File: config.mk
export PLATFORM = sky130hd
export DESIGN_NAME = adcs_top
export DESIGN_NICKNAME = d
export VERILOG_FILES = /design/src/rtl/adcs_pkg.sv /design/src/rtl/adcs_top.sv /design/src/rtl/adcs_trig_sync.sv /design/src/rtl/adcs_conv_timer.sv
export VERILOG_INCLUDE_DIRS = /design/src /design/src/rtl
export SDC_FILE = /design/constraint.sdc
export NUM_CORES = 1
export LEC_CHECK = 0
export ABC_CLOCK_PERIOD_IN_PS = 2900
export BUFFER_PORTS_ARGS = -buffer_cell sky130_fd_sc_hd__buf_2
export CORE_ASPECT_RATIO = 0.6
export CORE_MARGIN = 2
export CORE_UTILIZATION = 50
export CTS_CLUSTER_DIAMETER = 50
export DETAILED_ROUTE_END_ITERATION = 10
export PLACE_DENSITY = 0.84
export RECOVER_POWER = 50
export SYNTH_ARGS = -nofsm -noshare
export SYNTH_HDL_FRONTEND = slang
export SYNTH_SLANG_ARGS = --single-unit
File: constraint.sdc
create_clock -name CLK_SYS_I -period 2.9 [get_ports CLK_SYS_I]
set_input_delay 0.435 -clock CLK_SYS_I [delete_from_list [all_inputs] [get_ports CLK_SYS_I]]
set_output_delay 0.435 -clock CLK_SYS_I [all_outputs]
set_load 0.1 [all_outputs]
File: src/rtl/adcs_cfg.svh
/*
 * Offsets, field positions, reset values and timing counts of the converter
 * control block. Assumes a 50 MHz system clock where one converter state is
 * one clock period, and a 32-bit classic Wishbone register bus.
 */
`ifndef ADCS_CFG_SVH
`define ADCS_CFG_SVH

// =====================================================================
// Register offsets (byte addresses, one aligned word each)
// =====================================================================
`define ADCS_OFS_CSR        8'h00
`define ADCS_OFS_TRG        8'h04
`define ADCS_OFS_RES_BASE   8'h08
`define ADCS_OFS_RES_LAST   8'h14

// =====================================================================
// Reset values and fields
// =====================================================================
`define ADCS_CSR_RST        8'h00
`define ADCS_TRG_RESERVED   7'h7f
`define ADCS_BIT_END        7
`define ADCS_BIT_IRQE       6
`define ADCS_BIT_START      5
`define ADCS_BIT_SCAN       4
`define ADCS_BIT_TSEL       3
`define ADCS_BIT_GRP        2
`define ADCS_BIT_TRG_EN     7

// =====================================================================
// Timing: times in converter states, counts in clock cycles
// =====================================================================
`define ADCS_CLK_NS         20
`define ADCS_STATE_NS       20
`define ADCS_FIRST_SLOW_ST  266
`define ADCS_FIRST_FAST_ST  134
`define ADCS_NEXT_SLOW_ST   256
`define ADCS_NEXT_FAST_ST   128
`define ADCS_CYC(st)        (((st) * `ADCS_STATE_NS) / `ADCS_CLK_NS)

`endif

File: src/rtl/adcs_pkg.sv
/*
 * Types shared by the converter control block: sequencer states, the
 * control/status fields and the command sent to the conversion timer.
 * Assumes the constants of adcs_cfg.svh are included where numbers are used.
 */
package adcs_pkg;

    // =================================================================
    // Sequencer states
    // =================================================================
    typedef enum logic [1:0] {
        ADCS_IDLE = 2'b01,
        ADCS_CONV = 2'b10
    } adcs_fsm_e;

    // =================================================================
    // Control/status register fields, bit 7 down to bit 0
    // =================================================================
    typedef struct packed {
        logic       end_flag;
        logic       irq_en;
        logic       start;
        logic       scan;
        logic       tsel;
        logic       grp;
        logic [1:0] idx;
    } adcs_csr_s;

    // =================================================================
    // Command to the conversion timer
    // =================================================================
    typedef struct packed {
        logic load;
        logic first;
        logic fast;
        logic abort;
    } adcs_tcmd_s;

endpackage

File: src/rtl/adcs_top.sv
/*
 * Control and status sequencer of an eight-channel 10-bit converter:
 * control/status and trigger registers, result registers, single and scan
 * sequencing, trigger start, completion flag and interrupt request.
 * Assumes a classic Wishbone master on the same clock, an analog core that
 * samples on CONV_SAMPLE_O and holds its result on CONV_RESULT_I by the end
 * of the conversion time, and standby and DMA strobes from the same clock.
 */
// The implementer's own choices: the register addresses and the Wishbone slave port.
`timescale 1ns/10ps
`default_nettype none

`include "adcs_cfg.svh"

// Contract
// - Eight-bit read/write control/status register.
// - Reset and standby clear it to zero.
// - End flag takes only written zero.
// - Flag clears only after read-one-then-write-zero.
// - DMA result access after completion clears flag; here only while interrupt enable is set.
// - Single mode sets flag at conversion end.
// - Scan sets flag after whole group pass.
// - Interrupt enable gates the completion request.
// - Start bit shows busy; trigger sets it.
// - Start bit zero keeps conversion halted.
// - Single mode converts once, clears start.
// - Scan repeats until start bit cleared.
// - Mode bit: zero single, one scan.
// - Time bit selects 266 or 134 states.
// - Group bit plus index select channels.
// - Channel k and k+4 share result register.
// - Result high eight bits, low two on top.
// - Enabled trigger starts on falling pin edge.
// - Each scan starts at group's first channel.
module adcs_top (
    input  wire logic        CLK_SYS_I,
    input  wire logic        RST_I,
    input  wire logic        WB_CYC_I,
    input  wire logic        WB_STB_I,
    input  wire logic        WB_WE_I,
    input  wire logic [7:0]  WB_ADR_I,
    input  wire logic [3:0]  WB_SEL_I,
    input  wire logic [31:0] WB_DAT_I,
    output logic      [31:0] WB_DAT_O,
    output logic             WB_ACK_O,
    input  wire logic        TRIG_N_I,
    input  wire logic        STANDBY_I,
    input  wire logic        DMA_RESULT_ACCESS_I,
    input  wire logic [9:0]  CONV_RESULT_I,
    output logic      [2:0]  CONV_CH_O,
    output logic             CONV_SAMPLE_O,
    output logic             CONV_BUSY_O,
    output logic             COMPLETION_IRQ_O
);

    // =================================================================
    // State
    // =================================================================
    typedef struct packed {
        adcs_pkg::adcs_csr_s  csr;
        logic                 trg_en;
        logic                 armed;
        adcs_pkg::adcs_fsm_e  fsm;
        logic [1:0]           cur;
        logic [3:0][9:0]      res;
        logic                 ack;
        logic [31:0]          dat;
        logic [2:0]           ch;
        logic                 sample;
        logic                 busy;
        logic                 irq;
    } adcs_top_s;

    adcs_top_s            r;
    adcs_top_s            n;
    adcs_pkg::adcs_tcmd_s tcmd;
    logic                 trig_fall;
    logic                 conv_done;
    logic                 acc;
    logic                 rd_req;
    logic                 wr_take;
    logic [7:0]           adr;
    logic [7:0]           res_ofs;
    logic                 res_hit;
    logic                 set_end;
    logic                 clr_end;
    logic                 hw_stop;

    // =================================================================
    // Helpers
    // =================================================================
    adcs_trig_sync u_trig (
        .clk_i  (CLK_SYS_I),
        .rst_i  (RST_I),
        .pin_i  (TRIG_N_I),
        .fall_o (trig_fall)
    );

    adcs_conv_timer #(
        .CW (9)
    ) u_timer (
        .clk_i  (CLK_SYS_I),
        .rst_i  (RST_I),
        .cmd_i  (tcmd),
        .done_o (conv_done)
    );

    // =================================================================
    // Address decode
    // =================================================================
    assign adr     = {WB_ADR_I[7:2], 2'b00};
    assign res_ofs = adr - `ADCS_OFS_RES_BASE;
    assign res_hit = (adr >= `ADCS_OFS_RES_BASE) && (adr <= `ADCS_OFS_RES_LAST);

    // =================================================================
    // Read data mux
    // =================================================================
    function automatic logic [31:0] read_word(input adcs_top_s s,
                                              input logic [7:0] a,
                                              input logic hit,
                                              input logic [1:0] ri);
        logic [31:0] w;
        w = 32'h0000_0000;
        if (a == `ADCS_OFS_CSR) begin
            w[7:0] = s.csr;
        end else if (a == `ADCS_OFS_TRG) begin
            w[7:0] = {s.trg_en, `ADCS_TRG_RESERVED};
        end else if (hit) begin
            w[15:0] = {s.res[ri][9:2], s.res[ri][1:0], 6'h00};
        end
        return w;
    endfunction

    // =================================================================
    // Next state
    // =================================================================
    always_comb begin
        n        = r;
        tcmd     = '0;
        n.ack    = 1'b0;
        n.sample = 1'b0;
        set_end  = 1'b0;
        clr_end  = 1'b0;
        hw_stop  = 1'b0;
        acc      = WB_CYC_I & WB_STB_I;
        rd_req   = acc & ~WB_WE_I & ~r.ack;
        wr_take  = acc & WB_WE_I & r.ack & WB_SEL_I[0];

        // Bus answer one cycle after the request; data held with ack.
        if (acc && !r.ack) begin
            n.ack = 1'b1;
            n.dat = WB_WE_I ? 32'h0000_0000 : read_word(r, adr, res_hit, res_ofs[3:2]);
        end

        // A read that returns the flag set arms the clearing write.
        if (rd_req && adr == `ADCS_OFS_CSR && r.csr.end_flag) begin
            n.armed = 1'b1;
        end

        // Conversion sequencer.
        case (r.fsm)
            adcs_pkg::ADCS_IDLE: begin
                if (r.csr.start) begin
                    tcmd.load  = 1'b1;
                    tcmd.first = 1'b1;
                    tcmd.fast  = r.csr.tsel;
                    n.cur      = r.csr.scan ? 2'h0 : r.csr.idx;
                    n.fsm      = adcs_pkg::ADCS_CONV;
                    n.sample   = 1'b1;
                end
            end
            adcs_pkg::ADCS_CONV: begin
                if (!r.csr.start) begin
                    tcmd.abort = 1'b1;
                    n.fsm      = adcs_pkg::ADCS_IDLE;
                end else if (conv_done) begin
                    n.res[r.cur] = CONV_RESULT_I;
                    if (!r.csr.scan) begin
                        set_end = 1'b1;
                        hw_stop = 1'b1;
                        n.fsm   = adcs_pkg::ADCS_IDLE;
                    end else begin
                        if (r.cur == r.csr.idx) begin
                            set_end = 1'b1;
                            n.cur   = 2'h0;
                        end else begin
                            n.cur = r.cur + 2'h1;
                        end
                        tcmd.load = 1'b1;
                        tcmd.fast = r.csr.tsel;
                        n.sample  = 1'b1;
                    end
                end
            end
            default: begin
                tcmd.abort = 1'b1;
                n.fsm      = adcs_pkg::ADCS_IDLE;
            end
        endcase

        if (hw_stop) begin
            n.csr.start = 1'b0;
        end
        if (trig_fall && r.trg_en) begin
            n.csr.start = 1'b1;
        end

        // Register writes take effect at the edge that sees ack high.
        if (wr_take) begin
            if (adr == `ADCS_OFS_CSR) begin
                n.csr.irq_en = WB_DAT_I[`ADCS_BIT_IRQE];
                n.csr.start  = WB_DAT_I[`ADCS_BIT_START];
                n.csr.scan   = WB_DAT_I[`ADCS_BIT_SCAN];
                n.csr.tsel   = WB_DAT_I[`ADCS_BIT_TSEL];
                n.csr.grp    = WB_DAT_I[`ADCS_BIT_GRP];
                n.csr.idx    = WB_DAT_I[1:0];
                if (!WB_DAT_I[`ADCS_BIT_END] && r.armed) begin
                    clr_end = 1'b1;
                    n.armed = 1'b0;
                end
            end else if (adr == `ADCS_OFS_TRG) begin
                n.trg_en = WB_DAT_I[`ADCS_BIT_TRG_EN];
            end
        end

        if (DMA_RESULT_ACCESS_I && r.irq) begin
            clr_end = 1'b1;
        end

        // A completion in the clearing cycle keeps the flag set.
        if (set_end) begin
            n.csr.end_flag = 1'b1;
        end else if (clr_end) begin
            n.csr.end_flag = 1'b0;
        end
        if (!n.csr.end_flag) begin
            n.armed = 1'b0;
        end

        // Standby clears everything but the bus answer.
        if (STANDBY_I) begin
            n.csr      = `ADCS_CSR_RST;
            n.trg_en   = 1'b0;
            n.armed    = 1'b0;
            n.res      = '0;
            n.cur      = 2'h0;
            n.fsm      = adcs_pkg::ADCS_IDLE;
            n.sample   = 1'b0;
            tcmd       = '0;
            tcmd.abort = 1'b1;
        end

        n.ch   = {n.csr.grp, n.cur};
        n.busy = (n.fsm == adcs_pkg::ADCS_CONV);
        n.irq  = n.csr.end_flag & n.csr.irq_en;
    end

    // =================================================================
    // Registers
    // =================================================================
    always_ff @(posedge CLK_SYS_I) begin
        if (RST_I) begin
            r     <= '0;
            r.csr <= `ADCS_CSR_RST;
            r.fsm <= adcs_pkg::ADCS_IDLE;
        end else begin
            r <= n;
        end
    end

    // =================================================================
    // Outputs
    // =================================================================
    assign WB_DAT_O         = r.dat;
    assign WB_ACK_O         = r.ack;
    assign CONV_CH_O        = r.ch;
    assign CONV_SAMPLE_O    = r.sample;
    assign CONV_BUSY_O      = r.busy;
    assign COMPLETION_IRQ_O = r.irq;

endmodule

`default_nettype wire

File: src/rtl/adcs_trig_sync.sv
/*
 * Synchroniser and falling-edge detector for the external trigger pin.
 * Assumes the pin is asynchronous to the system clock.
 */
`timescale 1ns/10ps
`default_nettype none

module adcs_trig_sync (
    input  wire logic clk_i,
    input  wire logic rst_i,
    input  wire logic pin_i,
    output logic      fall_o
);

    typedef struct packed {
        logic meta;
        logic sync;
        logic last;
        logic fall;
    } adcs_sync_s;

    adcs_sync_s r;
    adcs_sync_s n;

    // =================================================================
    // Two flip-flops, then an edge detector on the second one
    // =================================================================
    always_comb begin
        n      = r;
        n.meta = pin_i;
        n.sync = r.meta;
        n.last = r.sync;
        n.fall = r.last & ~r.sync;
    end

    always_ff @(posedge clk_i) begin
        if (rst_i) begin
            r <= '{meta: 1'b1, sync: 1'b1, last: 1'b1, fall: 1'b0};
        end else begin
            r <= n;
        end
    end

    assign fall_o = r.fall;

endmodule

`default_nettype wire

File: src/rtl/adcs_conv_timer.sv
/*
 * Conversion timer: counts one conversion, the first of a run long, the
 * following ones of a scan shorter, and pulses done at its end.
 * Assumes load and abort come from logic on the same clock.
 */
`timescale 1ns/10ps
`default_nettype none

`include "adcs_cfg.svh"

module adcs_conv_timer #(
    parameter int CW = 9
) (
    input  wire logic              clk_i,
    input  wire logic              rst_i,
    input  wire adcs_pkg::adcs_tcmd_s cmd_i,
    output logic                   done_o
);

    // A first run also spans the edge that registers the start bit, and every run ends one
    // edge after done, when the sequencer stores the result, so neither exceeds its state count.
    localparam logic [CW-1:0] LEN_FS = CW'(`ADCS_CYC(`ADCS_FIRST_SLOW_ST) - 3);
    localparam logic [CW-1:0] LEN_FF = CW'(`ADCS_CYC(`ADCS_FIRST_FAST_ST) - 3);
    localparam logic [CW-1:0] LEN_NS = CW'(`ADCS_CYC(`ADCS_NEXT_SLOW_ST) - 2);
    localparam logic [CW-1:0] LEN_NF = CW'(`ADCS_CYC(`ADCS_NEXT_FAST_ST) - 2);

    typedef struct packed {
        logic [CW-1:0] cnt;
        logic          busy;
        logic          done;
    } adcs_tim_s;

    adcs_tim_s r;
    adcs_tim_s n;

    // =================================================================
    // Countdown
    // =================================================================
    always_comb begin
        n      = r;
        n.done = 1'b0;
        if (cmd_i.abort) begin
            n.busy = 1'b0;
        end else if (cmd_i.load) begin
            n.busy = 1'b1;
            if (cmd_i.first) begin
                n.cnt = cmd_i.fast ? LEN_FF : LEN_FS;
            end else begin
                n.cnt = cmd_i.fast ? LEN_NF : LEN_NS;
            end
        end else if (r.busy) begin
            if (r.cnt == '0) begin
                n.busy = 1'b0;
                n.done = 1'b1;
            end else begin
                n.cnt = r.cnt - 1'b1;
            end
        end
    end

    always_ff @(posedge clk_i) begin
        if (rst_i) begin
            r <= '0;
        end else begin
            r <= n;
        end
    end

    assign done_o = r.done;

endmodule

`default_nettype wire

==> results.sh <==
export IMPL_cts_htree_levels=3
export IMPL_skew_ns=0.00590
export IMPL_grt_pass1_vias=3526
export IMPL_drtIter0Drc=331
export IMPL_grt_pass1_wl_um=17000
export IMPL_reg2reg_from="r[81]$_SDFF_PP1_"
export IMPL_wl_per_cell_um=16.6
export IMPL_r2r_end="u_timer.r[4]$_SDFFE_PP0P_"
export IMPL_track_usage_pct=24.2
export IMPL_fin_hold_ws_ns=0.280
export IMPL_status="finished, final reports clean"
export IMPL_fmax_ghz=0.401
export IMPL_synth_top_area_share_pct=42.2
export IMPL_yosysMostFrequentCell="nand2_1"
export IMPL_post_cts_buffers=0
export IMPL_clock_path_buffers=2
export IMPL_yosys_warnings=0
export IMPL_die_h_um=75.2
export IMPL_diodes=0
export IMPL_synth_cell_types=59
export IMPL_synth_seq_cells=89
export IMPL_hpwl_um=7510
export IMPL_async_flop_share_pct=0
export IMPL_via_per_inst=5.68
export IMPL_num_vias=3662
export IMPL_final_antenna_net_count=0
export IMPL_finalSetupViolCount=0
export IMPL_synthTopCellsByArea="dfxtp_1 42%, nand2_1 9.8%, a21oi_1 7.1%"
export IMPL_drv_slew=0
export IMPL_critical_path_max_fanout=11
export IMPL_synth_area_leader_cell="dfxtp_1"
export IMPL_r2r_setup_slack_ns=0.40
export IMPL_port_buffers=55
export IMPL_clock_latency_ns=0.34
export IMPL_period_share_pct=86.1
export IMPL_setup_tns_final_ns=0
export IMPL_gp_congestion=0.918
export IMPL_syn_to_final_growth_pct=10.0
export IMPL_final_nets=603
export IMPL_required_ns=3.13
export IMPL_antenna_found_initial=1
export IMPL_hp_class="in2reg"
export IMPL_endpoint="u_timer.r[4]$_SDFFE_PP0P_"
export IMPL_path_clk_slew_ns=0.06
export IMPL_ys_flop_type="dfxtp_1"
export IMPL_hold_buffers=0
export IMPL_cp_end_kind="flip-flop"
export IMPL_tightest_slew_ns=1.32
export IMPL_drc=0
export IMPL_cts_tree="done"
export IMPL_cts_buffers_inserted=9
export IMPL_syn_area_per_cell_um2=8.31
export IMPL_wirelength_um=10700
export IMPL_ir_worst_vdd_v=0.000370
export IMPL_relSlewSlack_pct=12.3
export IMPL_hold_viol=0
export IMPL_core_area_mm2=0.00804
export IMPL_dieArea_mm2=0.00922
export IMPL_io_pins=101
export IMPL_die_x_um=123
export IMPL_drtPass1Iterations=5
export IMPL_grt_max_degree=52
export IMPL_root_buffer="clkbuf_16"
export IMPL_cp_start_kind="flip-flop"
export IMPL_rsz0062_at_grt="no"
export IMPL_cellLeakagePower_nw=1.65
export IMPL_synthCells=508
export IMPL_p_per_area_mw_per_mm2=576
export IMPL_crit_arrival_ns=2.73
export IMPL_start_util_pct=52.5
export IMPL_finalCriticalPeriod_ns=2.50
export IMPL_synth_common_cells="110 x nand2_1, 89 x dfxtp_1, 60 x a21oi_1"
export IMPL_setup_worst_path_start="r[81]$_SDFF_PP1_"
export IMPL_drive_above_1_share_pct=13.0
export IMPL_synth_seq_area_share_pct=42.2
export IMPL_synth_edf_count=0
export IMPL_grt_overflow=0
export IMPL_r2r_cells=7
export IMPL_postCtsResizedCells=0
export IMPL_netlist_area_mm2=0.00422
export IMPL_maxCapViolCount=0
export IMPL_cts_sinks=89
export IMPL_rows=25
export IMPL_worstSetupPathType="reg2reg"
-- how the worst min path moves through the flow --
stage / end / startpoint / slack, ns / cells after the start
detailed placement: u_trig.n[1]$_SDFF_PP1_ / u_trig.n[2]$_SDFF_PP1_ / 0.40 / 1
finish: u_trig.n[2]$_SDFF_PP1_ / TRIG_N_I / 0.28 / 2
global placement: u_trig.n[1]$_SDFF_PP1_ / u_trig.n[2]$_SDFF_PP1_ / 0.40 / 1
CTS: u_trig.n[2]$_SDFF_PP1_ / TRIG_N_I / 0.28 / 2
global route: u_trig.n[2]$_SDFF_PP1_ / TRIG_N_I / 0.28 / 2
floorplan: u_trig.n[1]$_SDFF_PP1_ / u_trig.n[2]$_SDFF_PP1_ / 0.39 / 1
-- critical path, cell delays in order, from the launching register on --
cell and delay [ns]:
dfxtp_1 0.37, inv_1 0.06, ha_1 0.38, or3b_1 0.46, or2_1 0.38, o21ai_2 0.27
o21ai_0 0.18, a32o_1 0.29
-- cell usage in the layout (no fill, tap or decap), types with 5 or more instances in the layout --
master and count:
a21oi_1 60, a22oi_1 9, a31oi_1 5, and2_1 6, buf_2 30, clkbuf_1 25, clkbuf_16 9, conb_1 16
dfxtp_1 89, ha_1 9, inv_1 13, mux2i_1 7, mux4_2 8, nand2_1 110, nand2b_1 6, nor2_1 31
nor3_1 11, o21ai_0 21, or2_2 5
-- through the flow --
stage | std cells | power (W) | cell area (um^2) | setup slack (ns) | utilization, %
4_1_cts | 645 | 0.00268 | 4680 | 0.450 | 58.2
2_1_floorplan | 523 | 0.00141 | 4280 | 0.679 | -
6_report | 645 | 0.00268 | 4650 | 0.404 | 57.8
3_5_place_dp | 629 | 0.00144 | 4350 | 0.474 | 54.1
3_3_place_gp | 629 | 0.00143 | 4350 | 0.522 | 54.1
5_1_grt | 645 | 0.00274 | 4650 | 0.251 | 57.8
-- report_power, final --
part	switching (W)	leakage (nW)	internal, W
logic	0.000155	0.772	0.0000301
registers	0.000000988	0.717	0.00122
clock network	0.000484	0.159	0.000781
-- state kept, by name, summed over array words and instances (netlist names) --
name,flops
COMPLETION_IRQ_O,1
CONV_BUSY_O,1
CONV_CH_O,1
CONV_SAMPLE_O,1
WB_ACK_O,1
WB_DAT_O,16
r,53
u_timer.done_o,1
u_timer.r,10
u_trig.fall_o,1
u_trig.n,2
u_trig.r,1
-- area by class of cell --
class | instances | area, um^2
clock inverter | 6 | 90.1
timing repair buffer | 59 | 272
tap | 108 | 135
inverter | 13 | 48.8
sequential | 89 | 1780
fill | 701 | 3390
multi-input combinational | 360 | 2080
clock buffer | 10 | 239
-- layer usage --
layer	GRT usage [%]	wire, um	vias to the layer above
met2	36.8	4730	196
met4	9.58	152	2
met3	7.12	1120	21
li1	-	-	1744
met1	32.8	4700	1699
met5	0	13	-
-- cell families (layout without fill, tap and decap cells) --
kind of cell	Yosys count	count (layout)	share of synthesized area, %
AND/OR/NAND/NOR	192	192	20.3
AO/OA/AOI/OAI	124	124	18.1
flip-flops	89	89	42.2
buffers and inverters	74	88	9.90
multiplexers	16	16	6.19
adder cells (fa/ha/maj)	9	9	2.67
XOR/XNOR	3	3	0.622
other	1	16	0.0888
Power figures use the tool's default switching activity.
